## config.mk

```make
export PLATFORM = sky130hd
export DESIGN_NAME = psb_ctrl_top
export DESIGN_NICKNAME = d
export VERILOG_FILES = /design/src/include/psb_pkg.sv /design/src/include/psb_shadow_if.sv /design/src/rtl/psb_ctrl_top.sv /design/src/rtl/psb_shadow_bank.sv
export VERILOG_INCLUDE_DIRS = /design/src /design/src/include
export SDC_FILE = /design/constraint.sdc
export NUM_CORES = 1
export LEC_CHECK = 0
export ABC_AREA = 0
export BUFFER_PORTS_ARGS = -buffer_cell sky130_fd_sc_hd__buf_2
export CELL_PAD_IN_SITES_DETAIL_PLACEMENT = 1
export CELL_PAD_IN_SITES_GLOBAL_PLACEMENT = 1
export CORE_MARGIN = 2
export CORE_UTILIZATION = 42
export DETAILED_ROUTE_END_ITERATION = 10
export MAX_ROUTING_LAYER = met4
export PLACE_DENSITY_LB_ADDON = 0.25
export SYNTH_ARGS = -nofsm -noshare
export SYNTH_HDL_FRONTEND = slang
export SYNTH_SLANG_ARGS = --single-unit
```

## constraint.sdc

```tcl
create_clock -name clk_i -period 3.33 [get_ports clk_i]
set_input_delay 0.4995 -clock clk_i [delete_from_list [all_inputs] [get_ports clk_i]]
set_output_delay 0.4995 -clock clk_i [all_outputs]
set_load 0.03 [all_outputs]
```

## src/include/psb_map.svh

```systemverilog
// Register offsets, field positions, reset values and codes of the block
`ifndef PSB_MAP_SVH
`define PSB_MAP_SVH
// ----------------------------------------------------------------------
// Byte offsets on the register bus
// ----------------------------------------------------------------------
`define PSB_OFF_CON 8'h00
`define PSB_OFF_MDL 8'h04
`define PSB_OFF_SYNC 8'h08
`define PSB_OFF_CLK 8'h0C
`define PSB_OFF_SSYNC 8'h10
`define PSB_OFF_SHADOW 8'h20
`define PSB_OFF_TIMER 8'h4C
// ----------------------------------------------------------------------
// Shadowed register indices
// ----------------------------------------------------------------------
`define PSB_NUM_SHADOW 11
`define PSB_NUM_TIMING 10
`define PSB_IDX_PRL 4'h0
`define PSB_IDX_PRH 4'h1
`define PSB_IDX_DCL 4'h2
`define PSB_IDX_DCH 4'h3
`define PSB_IDX_PHL 4'h4
`define PSB_IDX_PHH 4'h5
`define PSB_IDX_DBR 4'h6
`define PSB_IDX_DBF 4'h7
`define PSB_IDX_BLKR 4'h8
`define PSB_IDX_BLKF 4'h9
`define PSB_IDX_STR 4'hA
`define PSB_IDX_NONE 4'hF
// ----------------------------------------------------------------------
// Fields, writable masks and reset values
// ----------------------------------------------------------------------
`define PSB_CON_EN 7
`define PSB_CON_LD 6
`define PSB_CON_DBFE 5
`define PSB_CON_DBRE 4
`define PSB_MDL_EN 7
`define PSB_MDL_POL 6
`define PSB_MDL_BIT 5
`define PSB_MASK_CON 8'hFF
`define PSB_MASK_MDL 8'hEF
`define PSB_MASK_SYNC 8'h03
`define PSB_MASK_CLK 8'h33
`define PSB_RST_REG 8'h00
// ----------------------------------------------------------------------
// Codes
// ----------------------------------------------------------------------
`define PSB_SYNC_OWN 2'b00
`define PSB_SYNC_FOLLOW_U1 2'b10
`define PSB_SYNC_FOLLOW_U2 2'b01
`define PSB_MSRC_BIT 4'h0
`define PSB_MSRC_C1 4'h1
`define PSB_MSRC_C2 4'h2
`define PSB_MSRC_C3 4'h3
`define PSB_MSRC_CAPTURE_COMPARE_UNIT_ONE 4'h5
`define PSB_MSRC_CAPTURE_COMPARE_UNIT_TWO 4'h6
`define PSB_MSRC_PIN 4'h8
`define PSB_CSRC_SYS 2'b00
`define PSB_CSRC_PLL 2'b01
`define PSB_CSRC_EXT 2'b10
`endif

```

## src/include/psb_pkg.sv

```systemverilog
// Types used by the control block for its bus slave and pin sampler
package psb_pkg;
  typedef logic [7:0] psb_byte_t;
  typedef enum logic [1:0] {BUS_IDLE, BUS_DATA, BUS_ACK} psb_bus_e;
  // Pin sampler bit order
  typedef enum logic [2:0] {PIN_IN, PIN_CAPTURE_COMPARE_UNIT_ONE, PIN_CAPTURE_COMPARE_UNIT_TWO, PIN_C1, PIN_C2,
    PIN_C3, PIN_PLL, PIN_EXT} psb_pin_e;
endpackage

```

## src/include/psb_shadow_if.sv

```systemverilog
// Connection between the control logic and the shadow register bank
`timescale 1ns/1ps
`default_nettype none
interface psb_shadow_if;
  logic wr_en;
  logic [3:0] wr_idx;
  logic [7:0] wr_data;
  logic wr_direct;
  logic xfer;
  logic xfer_steer;
  logic [3:0] rd_idx;
  logic [7:0] rd_data;
  logic [87:0] buf_flat;
  modport ctrl (output wr_en, wr_idx, wr_data, wr_direct, xfer, xfer_steer,
    rd_idx, input rd_data, buf_flat);
  modport bank (input wr_en, wr_idx, wr_data, wr_direct, xfer, xfer_steer,
    rd_idx, output rd_data, buf_flat);
endinterface
`default_nettype wire

```

## src/rtl/psb_ctrl_top.sv

```systemverilog
// PWM control registers, buffered update, modulation gate and time base
//
// The register offsets and the Wishbone interface to the registers were chosen for this implementation.
`timescale 1ns/1ps
`default_nettype none
`include "psb_map.svh"
module psb_ctrl_top #(
  parameter bit SECOND_UNIT = 1'b0
) (
  input wire logic clk_i,
  input wire logic rst_i,
  input wire logic [7:0] adr_i,
  input wire logic [31:0] dat_i,
  output logic [31:0] dat_o,
  input wire logic we_i,
  input wire logic [3:0] sel_i,
  input wire logic cyc_i,
  input wire logic stb_i,
  output logic ack_o,
  input wire logic module_input_pin_i,
  input wire logic capture_compare_unit_one_i,
  input wire logic capture_compare_unit_two_i,
  input wire logic comparator1_synced_out_i,
  input wire logic comparator2_synced_out_i,
  input wire logic comparator3_synced_out_i,
  input wire logic pll_clk_i,
  input wire logic ext_clk_i,
  input wire logic sleep_i,
  input wire logic sync_in_i,
  output logic [15:0] period_o,
  output logic [15:0] duty_o,
  output logic [15:0] phase_o,
  output logic [7:0] rise_deadband_count_o,
  output logic [7:0] fall_deadband_count_o,
  output logic [7:0] rise_blanking_count_o,
  output logic [7:0] fall_blanking_count_o,
  output logic [7:0] output_steering_o,
  output logic [3:0] operating_mode_field_o,
  output logic rise_deadband_enable_o,
  output logic fall_deadband_enable_o,
  output logic module_active_o,
  output logic psmc_tick_o,
  output logic [15:0] time_base_counter_o,
  output logic period_event_o,
  output logic sync_out_o
);
  // --------------------------------------------------------------------
  // Address decode
  // --------------------------------------------------------------------
  // Maps a byte address onto a shadow index, or none
  function automatic logic [3:0] shadow_index(input logic [7:0] adr);
    logic [7:0] rel;
    rel = adr - `PSB_OFF_SHADOW;
    if ((adr >= `PSB_OFF_SHADOW) && (rel[1:0] == 2'b00) &&
        (rel[7:2] < 6'(`PSB_NUM_SHADOW)))
    begin
      shadow_index = rel[5:2];
    end
    else
    begin
      shadow_index = `PSB_IDX_NONE;
    end
  endfunction

  // --------------------------------------------------------------------
  // State
  // --------------------------------------------------------------------
  typedef struct packed {
    psb_pkg::psb_bus_e bus;
    logic ack;
    logic [31:0] rdat;
    logic [7:0] con;
    logic [7:0] mdl;
    logic [7:0] sync;
    logic [7:0] clk;
    logic ssync;
    logic [7:0] meta;
    logic [7:0] pins;
    logic [1:0] clk_prev;
    logic [2:0] pre_cnt;
    logic tick;
    logic [15:0] tmr;
    logic evt;
    logic active;
  } psb_ctrl_s;

  psb_ctrl_s s_ff;
  psb_ctrl_s nxt_s;

  psb_shadow_if sh ();

  logic req;
  logic wr_now;
  logic [3:0] wr_idx;
  logic follow;
  logic own_evt;
  logic load_evt;
  logic xfer_now;
  logic src_tick;
  logic [2:0] pre_lim;
  logic mod_src;
  logic mod_valid;
  logic [15:0] period_buf;
  logic [7:0] pin_vec;

  // --------------------------------------------------------------------
  // Combinational decode
  // --------------------------------------------------------------------
  // Pins gathered in sampler order
  assign pin_vec = {ext_clk_i, pll_clk_i, comparator3_synced_out_i,
    comparator2_synced_out_i, comparator1_synced_out_i,
    capture_compare_unit_two_i, capture_compare_unit_one_i,
    module_input_pin_i};

  // A request is only taken from idle, so one access is one write
  assign req = cyc_i && stb_i && (s_ff.bus == psb_pkg::BUS_IDLE);
  assign wr_now = req && we_i && sel_i[0];
  assign wr_idx = shadow_index(adr_i);
  assign period_buf = {sh.buf_flat[8*`PSB_IDX_PRH +: 8],
    sh.buf_flat[8*`PSB_IDX_PRL +: 8]};

  // Follow the other unit only on this unit's own follow code
  always_comb
  begin
    if (SECOND_UNIT)
    begin
      follow = (s_ff.sync[1:0] == `PSB_SYNC_FOLLOW_U2);
    end
    else
    begin
      follow = (s_ff.sync[1:0] == `PSB_SYNC_FOLLOW_U1);
    end
  end

  // Own period event; a follower takes the master's sync instead
  assign own_evt = s_ff.con[`PSB_CON_EN] && s_ff.tick &&
    (s_ff.tmr >= period_buf);
  assign load_evt = follow ? sync_in_i : own_evt;
  assign xfer_now = s_ff.con[`PSB_CON_EN] && s_ff.con[`PSB_CON_LD] &&
    load_evt;

  // Module clock source select; system clock stops in sleep
  always_comb
  begin
    case (s_ff.clk[1:0])
      `PSB_CSRC_SYS: src_tick = !sleep_i;
      `PSB_CSRC_PLL: src_tick = s_ff.pins[psb_pkg::PIN_PLL] &&
        !s_ff.clk_prev[0];
      `PSB_CSRC_EXT: src_tick = s_ff.pins[psb_pkg::PIN_EXT] &&
        !s_ff.clk_prev[1];
      default: src_tick = 1'b0;
    endcase
  end

  // Prescale limit 0, 1, 3 or 7
  assign pre_lim = 3'((4'h1 << s_ff.clk[5:4]) - 4'h1);

  // Modulation source select; reserved codes hold the module inactive while PSB_MDL_EN is set
  always_comb
  begin
    mod_valid = 1'b1;
    case (s_ff.mdl[3:0])
      `PSB_MSRC_BIT: mod_src = s_ff.mdl[`PSB_MDL_BIT];
      `PSB_MSRC_C1: mod_src = s_ff.pins[psb_pkg::PIN_C1];
      `PSB_MSRC_C2: mod_src = s_ff.pins[psb_pkg::PIN_C2];
      `PSB_MSRC_C3: mod_src = s_ff.pins[psb_pkg::PIN_C3];
      `PSB_MSRC_CAPTURE_COMPARE_UNIT_ONE: mod_src = s_ff.pins[psb_pkg::PIN_CAPTURE_COMPARE_UNIT_ONE];
      `PSB_MSRC_CAPTURE_COMPARE_UNIT_TWO: mod_src = s_ff.pins[psb_pkg::PIN_CAPTURE_COMPARE_UNIT_TWO];
      `PSB_MSRC_PIN: mod_src = s_ff.pins[psb_pkg::PIN_IN];
      default:
      begin
        mod_src = 1'b0;
        mod_valid = 1'b0;
      end
    endcase
  end

  // --------------------------------------------------------------------
  // Shadow bank control
  // --------------------------------------------------------------------
  // Direct load while disabled; steering also when not synchronised
  assign sh.wr_en = wr_now && (wr_idx != `PSB_IDX_NONE);
  assign sh.wr_idx = wr_idx;
  assign sh.wr_data = dat_i[7:0];
  assign sh.wr_direct = !s_ff.con[`PSB_CON_EN] ||
    ((wr_idx == `PSB_IDX_STR) && !s_ff.ssync);
  assign sh.xfer = xfer_now;
  assign sh.xfer_steer = s_ff.ssync;
  assign sh.rd_idx = wr_idx;

  psb_shadow_bank u_bank (
    .clk_i(clk_i),
    .rst_i(rst_i),
    .sh(sh.bank)
  );

  // --------------------------------------------------------------------
  // Next state
  // --------------------------------------------------------------------
  always_comb
  begin
    nxt_s = s_ff;
    // Two-stage pin sampler; only stage two is looked at
    nxt_s.meta = pin_vec;
    nxt_s.pins = s_ff.meta;
    nxt_s.clk_prev = {s_ff.pins[psb_pkg::PIN_EXT],
      s_ff.pins[psb_pkg::PIN_PLL]};

    // Hardware clear first, so a write setting the bit wins
    if (xfer_now)
    begin
      nxt_s.con[`PSB_CON_LD] = 1'b0;
    end

    // Bus slave: write in idle, read data one cycle later, then ack
    case (s_ff.bus)
      psb_pkg::BUS_IDLE:
      begin
        nxt_s.ack = 1'b0;
        if (req)
        begin
          nxt_s.bus = psb_pkg::BUS_DATA;
        end
        if (wr_now)
        begin
          case (adr_i)
            `PSB_OFF_CON: nxt_s.con = dat_i[7:0] &
              `PSB_MASK_CON;
            `PSB_OFF_MDL: nxt_s.mdl = dat_i[7:0] &
              `PSB_MASK_MDL;
            `PSB_OFF_SYNC: nxt_s.sync = dat_i[7:0] &
              `PSB_MASK_SYNC;
            `PSB_OFF_CLK: nxt_s.clk = dat_i[7:0] &
              `PSB_MASK_CLK;
            `PSB_OFF_SSYNC: nxt_s.ssync = dat_i[0];
            default: nxt_s.ssync = s_ff.ssync;
          endcase
        end
      end
      psb_pkg::BUS_DATA:
      begin
        nxt_s.bus = psb_pkg::BUS_ACK;
        nxt_s.ack = 1'b1;
        nxt_s.rdat = '0;
        case (adr_i)
          `PSB_OFF_CON: nxt_s.rdat[7:0] = s_ff.con;
          `PSB_OFF_MDL: nxt_s.rdat[7:0] = s_ff.mdl;
          `PSB_OFF_SYNC: nxt_s.rdat[7:0] = s_ff.sync;
          `PSB_OFF_CLK: nxt_s.rdat[7:0] = s_ff.clk;
          `PSB_OFF_SSYNC: nxt_s.rdat[0] = s_ff.ssync;
          `PSB_OFF_TIMER: nxt_s.rdat[15:0] = s_ff.tmr;
          default: nxt_s.rdat[7:0] = sh.rd_data;
        endcase
      end
      psb_pkg::BUS_ACK:
      begin
        nxt_s.bus = psb_pkg::BUS_IDLE;
        nxt_s.ack = 1'b0;
      end
      default:
      begin
        nxt_s.bus = psb_pkg::BUS_IDLE;
        nxt_s.ack = 1'b0;
      end
    endcase

    // Prescaler; counts only while the module runs
    nxt_s.tick = 1'b0;
    if (!s_ff.con[`PSB_CON_EN])
    begin
      nxt_s.pre_cnt = '0;
    end
    else if (src_tick)
    begin
      if (s_ff.pre_cnt >= pre_lim)
      begin
        nxt_s.pre_cnt = '0;
        nxt_s.tick = 1'b1;
      end
      else
      begin
        nxt_s.pre_cnt = s_ff.pre_cnt + 3'h1;
      end
    end

    // Time base: own period end or master sync restarts it
    nxt_s.evt = own_evt && !follow;
    if (!s_ff.con[`PSB_CON_EN])
    begin
      nxt_s.tmr = '0;
    end
    else if (follow)
    begin
      if (sync_in_i)
      begin
        nxt_s.tmr = '0;
      end
      else if (s_ff.tick)
      begin
        nxt_s.tmr = s_ff.tmr + 16'h0001;
      end
    end
    else if (own_evt)
    begin
      nxt_s.tmr = '0;
    end
    else if (s_ff.tick)
    begin
      nxt_s.tmr = s_ff.tmr + 16'h0001;
    end

    // Activity gate from modulation
    if (!s_ff.mdl[`PSB_MDL_EN])
    begin
      nxt_s.active = s_ff.con[`PSB_CON_EN];
    end
    else
    begin
      nxt_s.active = s_ff.con[`PSB_CON_EN] && mod_valid &&
        (mod_src ^ s_ff.mdl[`PSB_MDL_POL]);
    end
  end

  // State register
  always_ff @(posedge clk_i)
  begin
    if (rst_i)
    begin
      s_ff <= '0;
    end
    else
    begin
      s_ff <= nxt_s;
    end
  end

  // --------------------------------------------------------------------
  // Outputs
  // --------------------------------------------------------------------
  // Working buffers drive the waveform side straight from flops
  assign period_o = period_buf;
  assign duty_o = {sh.buf_flat[8*`PSB_IDX_DCH +: 8],
    sh.buf_flat[8*`PSB_IDX_DCL +: 8]};
  assign phase_o = {sh.buf_flat[8*`PSB_IDX_PHH +: 8],
    sh.buf_flat[8*`PSB_IDX_PHL +: 8]};
  assign rise_deadband_count_o = sh.buf_flat[8*`PSB_IDX_DBR +: 8];
  assign fall_deadband_count_o = sh.buf_flat[8*`PSB_IDX_DBF +: 8];
  assign rise_blanking_count_o = sh.buf_flat[8*`PSB_IDX_BLKR +: 8];
  assign fall_blanking_count_o = sh.buf_flat[8*`PSB_IDX_BLKF +: 8];
  assign output_steering_o = sh.buf_flat[8*`PSB_IDX_STR +: 8];
  assign operating_mode_field_o = s_ff.con[3:0];
  assign rise_deadband_enable_o = s_ff.con[`PSB_CON_DBRE];
  assign fall_deadband_enable_o = s_ff.con[`PSB_CON_DBFE];
  assign module_active_o = s_ff.active;
  assign psmc_tick_o = s_ff.tick;
  assign time_base_counter_o = s_ff.tmr;
  assign period_event_o = s_ff.evt;
  // Sync out is the own period event, for the partner unit
  assign sync_out_o = s_ff.evt;
  assign dat_o = s_ff.rdat;
  assign ack_o = s_ff.ack;
endmodule
`default_nettype wire

```

## src/rtl/psb_shadow_bank.sv

```systemverilog
// Register copies and working buffers of the shadowed timing registers
`timescale 1ns/1ps
`default_nettype none
`include "psb_map.svh"
module psb_shadow_bank (
  input wire logic clk_i,
  input wire logic rst_i,
  psb_shadow_if.bank sh
);
  // --------------------------------------------------------------------
  // State
  // --------------------------------------------------------------------
  typedef struct packed {
    logic [`PSB_NUM_SHADOW-1:0][7:0] regs;
    logic [`PSB_NUM_SHADOW-1:0][7:0] bufs;
    logic [7:0] rd;
  } psb_bank_s;

  psb_bank_s s_ff;
  psb_bank_s nxt_s;

  // Writes, direct loads and the grouped transfer
  always_comb
  begin
    nxt_s = s_ff;
    // Transfer copies the old register values, a same-cycle write lands next
    if (sh.xfer)
    begin
      for (int i = 0; i < `PSB_NUM_TIMING; i++)
      begin
        nxt_s.bufs[i] = s_ff.regs[i];
      end
      if (sh.xfer_steer)
      begin
        nxt_s.bufs[`PSB_IDX_STR] = s_ff.regs[`PSB_IDX_STR];
      end
    end
    if (sh.wr_en && (sh.wr_idx < 4'(`PSB_NUM_SHADOW)))
    begin
      nxt_s.regs[sh.wr_idx] = sh.wr_data;
      if (sh.wr_direct)
      begin
        nxt_s.bufs[sh.wr_idx] = sh.wr_data;
      end
    end
    // Read data always leaves through a register
    if (sh.rd_idx < 4'(`PSB_NUM_SHADOW))
    begin
      nxt_s.rd = s_ff.regs[sh.rd_idx];
    end
    else
    begin
      nxt_s.rd = `PSB_RST_REG;
    end
  end

  // State register
  always_ff @(posedge clk_i)
  begin
    if (rst_i)
    begin
      s_ff <= '0;
    end
    else
    begin
      s_ff <= nxt_s;
    end
  end

  assign sh.rd_data = s_ff.rd;
  assign sh.buf_flat = s_ff.bufs;
endmodule
`default_nettype wire

```

# Word-level counts from Yosys, hierarchy flattened
# Cells that the tools add are included.
# totals
ram_bits,0
inputBits,59
latchBits,0
rom_bits,0
register_bits,265
mem_count,0
# classes
shifts,1
bitwise_logic,4
mux,35
multipliers,0
eq_ne,18
div,0
addsub,4
order_cmp,7
n_reduce_logical,40
# op_table
operator,n
88-bit 2-to-1 mux,3
88-bit bitwise mux,2
16-bit 2-to-1 mux,4
32-bit 2-to-1 mux,2
7-bit case mux with 6 select lines,1
8-bit 2-to-1 mux,5
8-bit binary-select mux with 4-bit select,1
8-bit demux with 4-bit select,1
1-bit logical AND,19
"16-bit by 1-bit adder with 16-bit output, second input constant",1
"8-bit by 4-bit == test with 1-bit output, second input constant",2
16-bit >= comparator,1
3-bit AND reduction,5
"4-bit by 2-bit == test with 1-bit output, second input constant",2
"4-bit by 3-bit == test with 1-bit output, second input constant",2
"4-bit == test, second input constant",2
"8-bit by 3-bit == test with 1-bit output, second input constant",1
"8-bit by 5-bit == test with 1-bit output, second input constant",1
"8-bit by 7-bit == test with 1-bit output, second input constant",1
"8-bit by 6-bit >= comparator with 1-bit output, second input constant",1
8-bit logical NOT,1
"8-bit by 6-bit subtractor with 8-bit output, second input constant",1
7-bit 2-to-1 mux,1
1-bit case mux with 7 select lines,1
30 further kinds,48

# Depth between registers and ports, before layout
# depth
ltp_word,12
ltp_mapped,14
ltp_nobuf,9

# By module
# Synthesis repeated with hierarchy kept, for this count alone.
# hier_totals
hier_cells,1506
area_unflattened_um2,13335.3
# modules_own_cells
mod,area_each_um2,cells_per_inst,instances,seq_area_each_um2
psb_shadow_bank,8874.8,992,1,3683.5
psb_ctrl_top,4460.5,514,1,1621.6

# Least setup slack after synthesis
# OpenSTA, ideal clock, no wires.
# synth_path
path_type,input to register
startpoint,input port adr_i[5]
endpoint,register u_bank.s_ff (netlist bit u_bank.sh.buf_flat[14])
path_slack_ps,599
stages,13
arrival_time_ps,2643
t_required_ps,3242
cell_sequence,buf_2 inv_1 ha_1 xnor2_2 and3_2 nand2b_4 buf_6 or3_1 buf_6 nand2b_4 buf_6 buf_6 a311oi_2
# synth_between
elab_chain_len,11
# synth_rtl
item,line_no,text
from (decl),psb_ctrl_top.sv:12,"input wire logic [7:0] adr_i,"
8-bit by 6-bit subtractor with 8-bit output (no source line) / 8-bit by 6-bit >= comparator with 1-bit output (equally long branches),--,
6-bit by 4-bit less-than comparator with 1-bit output / 1-bit logical AND (equally long branches),"psb_ctrl_top.sv:55, psb_ctrl_top.sv:54",
1-bit logical AND,psb_ctrl_top.sv:54,if ((adr >= `PSB_OFF_SHADOW) && (rel[1:0] == 2'b00) &&
4-bit 2-to-1 mux *,psb_ctrl_top.sv:54,
4-bit by 5-bit less-than comparator with 1-bit output (not written as such) / 4-bit by 1-bit >= comparator with 1-bit output (equally long branches),psb_shadow_bank.sv:43,nxt_s.bufs[sh.wr_idx] = sh.wr_data;
1-bit logical AND (not written as such),psb_shadow_bank.sv:43,
8-bit 2-to-1 mux (not written as such),psb_shadow_bank.sv:43,
8-bit demux with 4-bit select,--,
88-bit bitwise mux,psb_shadow_bank.sv:43,
88-bit 2-to-1 mux,psb_shadow_bank.sv:41,if (sh.wr_direct)
88-bit 2-to-1 mux *,psb_shadow_bank.sv:38,if (sh.wr_en && (sh.wr_idx < 4'(`PSB_NUM_SHADOW)))
to (signal assigned),psb_shadow_bank.sv:66,s_ff <= nxt_s;
to (decl),psb_shadow_bank.sv:19,psb_bank_s s_ff;
# Every way passes the cells marked *; elsewhere a longest branch is shown, timed or not.
# A chain may end at the register's enable or synchronous reset.

# Final worst setup path
# layout_path
startpoint,register u_bank.s_ff (netlist bit u_bank.sh.buf_flat[13])
endpoint,register u_bank.s_ff (netlist bit u_bank.sh.buf_flat[75])
# layout_between
elab_chain_len,8
# layout_rtl
item,line_no,text
16-bit >= comparator *,psb_ctrl_top.sv:137,(s_ff.tmr >= period_buf);
1-bit logical AND *,psb_ctrl_top.sv:136,assign own_evt = s_ff.con[`PSB_CON_EN] && s_ff.tick &&
1-bit 2-to-1 mux *,psb_ctrl_top.sv:138,assign load_evt = follow ? sync_in_i : own_evt;
1-bit logical AND *,psb_ctrl_top.sv:139,assign xfer_now = s_ff.con[`PSB_CON_EN] && s_ff.con[`PSB_CON_LD] &&
88-bit 2-to-1 mux *,psb_shadow_bank.sv:27,if (sh.xfer)
88-bit bitwise mux,psb_shadow_bank.sv:43,
88-bit 2-to-1 mux,psb_shadow_bank.sv:41,
88-bit 2-to-1 mux *,psb_shadow_bank.sv:38,
# Marked as above.

==> summary.md <==
| Metric | Value |
|---|---|
| Synthesized area | 13100 µm² |
| Largest net degree at the start of global routing | 88 |
| Area of the core | 30700 µm² |
| Global-route wire length before repair | 64300 µm |
| Post-Route WL | 41000 µm |
| Io pins | 206 |
| Met3 Usage GRT | 3.10% |
| HPWL Detailed | 28100 µm |
| Min Hold Slack | 0.163 ns |
| CP Buf/Inv Count | 2 |
| Vias | 11200 |
| Max-cap viol count | 0 |
| Max incr delay on CP | 0.42 ns |
| Hold Crit Class | input pin to flop |
| Critical path's slowest cell | nor3_1 |
| CTS Buffer Depth | 3 |
| Number of synthesized flops with an enable pin | 0 |
| Tot Pwr | 6.84 mW |
| Hold_buf cts | 0 |
| Die Span Y | 181 µm |
| Ys flop type | dfxtp_1 |
| Final cycle utilization of the critical path | 86.8% |
| Initial Util | 42.8% |
| Die W | 181 µm |
| Nets@finish | 1683 |
| Worst-path fanout max | 45 |
| Postcts setup bufs | 0 |
| Layout cell share with drive strength beyond 1 | 18.2% |
| WP data required | 3.79 ns |
| Initial antenna violation count | 0 |
| H-tree depth | 1 |
| Crit Path Class | flop to flop |
| Run status | finished, final reports clean |
| Top post-synthesis cells by area | dfxtp_1, nand2_1, buf_4 |
| Avg Inst Size Synth | 8.18 µm² |
| Unrepaired setup endpoints after global routing | no |
| Drt first pass iters | 5 |
| CP endpoint kind | flop |
| Lkg Pwr | 5.41 nW |
| Avg WL per Cell | 20.3 µm |
| Met2 Use GR | 41.2% |
| Register bit count reported by yosys | 265 |
| Slew HR | 50.3% |
| Num Clock Sinks | 265 |
| CP top delay family | simple AND/OR/NAND/NOR gates |
| Area grow syn2layout | 8.83% |
| Worst-Skew Late Latency | 0.56 ns |
| CTS Buf Count | 30 |
| Synth warn | 0 |
| GPL Wtd Cong | 0.893 |
| GRT Max-Usage Layer | met2 |
| Worst Setup Start Kind | flop |
| Row count | 64 |
| Power Density | 479 nW/µm² |
| Final min period | 2.89 ns |
| Total Die Area | 32700 µm² |
| Maximum VDD drop | 389 µV |
| Ys async rst share | 0% |
| Yosys top cell by area | dfxtp_1 |
| CTS resizes | 0 |
| Starting DRT DRC Count | 770 |
| Endpoints failing hold | 0 |
| Final setup skew | 0.0142 ns |
| Grt met1 use | 32.7% |
| Finished Layout Cells | 2021 |
| Cells after DPL | 1966 |
| Vias in the first global route | 11200 |
| Clk slew on worst S/H paths | 0.06 ns |
| Gr usage total | 25.0% |
| Vias per cell | 5.56 |
| Gate Count Post-Synth | 1605 |
| WP data arrival | 3.35 ns |
| Post-DRT Antenna Nets | 0 |
| Final Max Slew Viols | 0 |
| Slew @ Worst Pin | 0.745 ns |
| Seq/Total Area, Yosys | 40.4% |
| Root Buffer | clkbuf_16 |
| Port buffer count | 162 |
| F_max | 346 MHz |
| Antenna cells | 0 |
| Final TNS setup | 0 ns |
| Post-synth top area share | 40.4% |
| Drt drc | 0 |
| Setup violations, final | 0 |
| Gr ovfl total | 0 |
| CTS tree | done |
| CP cell instances | inv_1, ha_1, nand4_1, nor3_1, nand4b_1, a31o_2, a21oi_4, buf_12, nand2_1, a311oi_1 |
| Synth cell types | 63 |
[sequential cells by signal, indices dropped and copies added, names as in the netlist, 4 cells and up]
register,count
dat_o,16
nxt_s,10
operating_mode_field_o,4
s_ff,28
time_base_counter_o,16
u_bank.s_ff,88
u_bank.sh.buf_flat,88
u_bank.sh.rd_data,8
[worst paths after layout]
| path | start | endpoint | slack [ns] | cells after the start |
|---|---|---|---|---|
| setup / recovery | u_bank.sh.buf_flat[13] | u_bank.sh.buf_flat[75] | 0.44 | 10 |
| hold / removal | comparator2_synced_out_i | nxt_s[28] | 0.16 | 2 |
| setup reg to reg | u_bank.sh.buf_flat[13] | u_bank.sh.buf_flat[75] | 0.44 | 10 |
| hold reg to reg | nxt_s[26] | s_ff[26] | 0.43 | 1 |
[worst register-to-register path: stages, from the launching register on]
cell and delay (ns):
dfxtp_1 0.40, inv_1 0.08, ha_1 0.31, nand4_1 0.19, nor3_1 0.42, nand4b_1 0.14
a31o_2 0.33, a21oi_4 0.23, buf_12 0.25, nand2_1 0.15, a311oi_1 0.30
[power by group]
part           leakage [nW]  internal [mW]  switching (mW)
combinational          2.78         0.0711           0.236
sequential             2.14           3.19         0.00595
clock                 0.493           1.99            1.36
[per-stage QoR]
stage          area (µm²)  worst slack [ns]  utilization [%]
6_report            14300             0.439             46.6
5_1_grt             14300             0.227             46.6
4_1_cts             14300             0.426             46.6
3_5_place_dp        13300             0.364             43.3
3_3_place_gp        13300             0.438             43.3
2_1_floorplan       13200             0.599                -
[cell families after synthesis]
kind of cell	Yosys count	synth area share, %
AND/OR/NAND/NOR	637	20.9
AO/OA/AOI/OAI	293	15.1
buffers and inverters	274	12.5
flip-flops	265	40.4
multiplexers	96	7.86
adder cells (fa/ha/maj)	22	2.10
XOR/XNOR	17	1.19
other	1	0.0286
[area by class of cell]
| cell class | instances | area, µm² |
|---|---|---|
| clock buffer | 44 | 885 |
| tap | 396 | 495 |
| sequential | 265 | 5310 |
| fill | 3696 | 16400 |
| multi-input combinational | 1081 | 6260 |
| clock inverter | 11 | 111 |
| inverter | 24 | 90.1 |
| timing repair buffer | 200 | 1140 |
[cells in the mapped netlist (10+ instances only)]
master,number
dfxtp_1,265
nor2_1,209
ha_1,22
a32oi_1,16
inv_1,24
a21oi_1,93
o21bai_1,24
xor2_1,12
a311oi_1,55
mux2i_1,75
nor3_1,14
mux2_2,17
buf_2,23
o21ai_0,47
buf_4,143
clkbuf_1,74
nand2b_1,11
nand3_1,19
nand2_1,313
a31oi_1,10
nor2b_1,24
[placed cells by master, fill, tap and decap left out, types with 17 or more instances in the layout]
cell         n
mux2i_1     75
o21bai_1    24
clkbuf_16   31
mux2_2      17
dfxtp_1    265
buf_4       35
nand2_1    313
inv_1       24
nor2b_1     24
ha_1        22
a21oi_1     93
nor2_1     209
a311oi_1    55
buf_2      161
nand3_1     19
o21ai_0     47
[layer usage]
metal | vias to the layer above | wire length, µm
met3 | 63 | 1900
li1 | 5302 | -
met1 | 5571 | 18400
met4 | 0 | 873
met5 | - | 0
met2 | 297 | 19800
No activity file was read; power rests on OpenSTA's default activity.
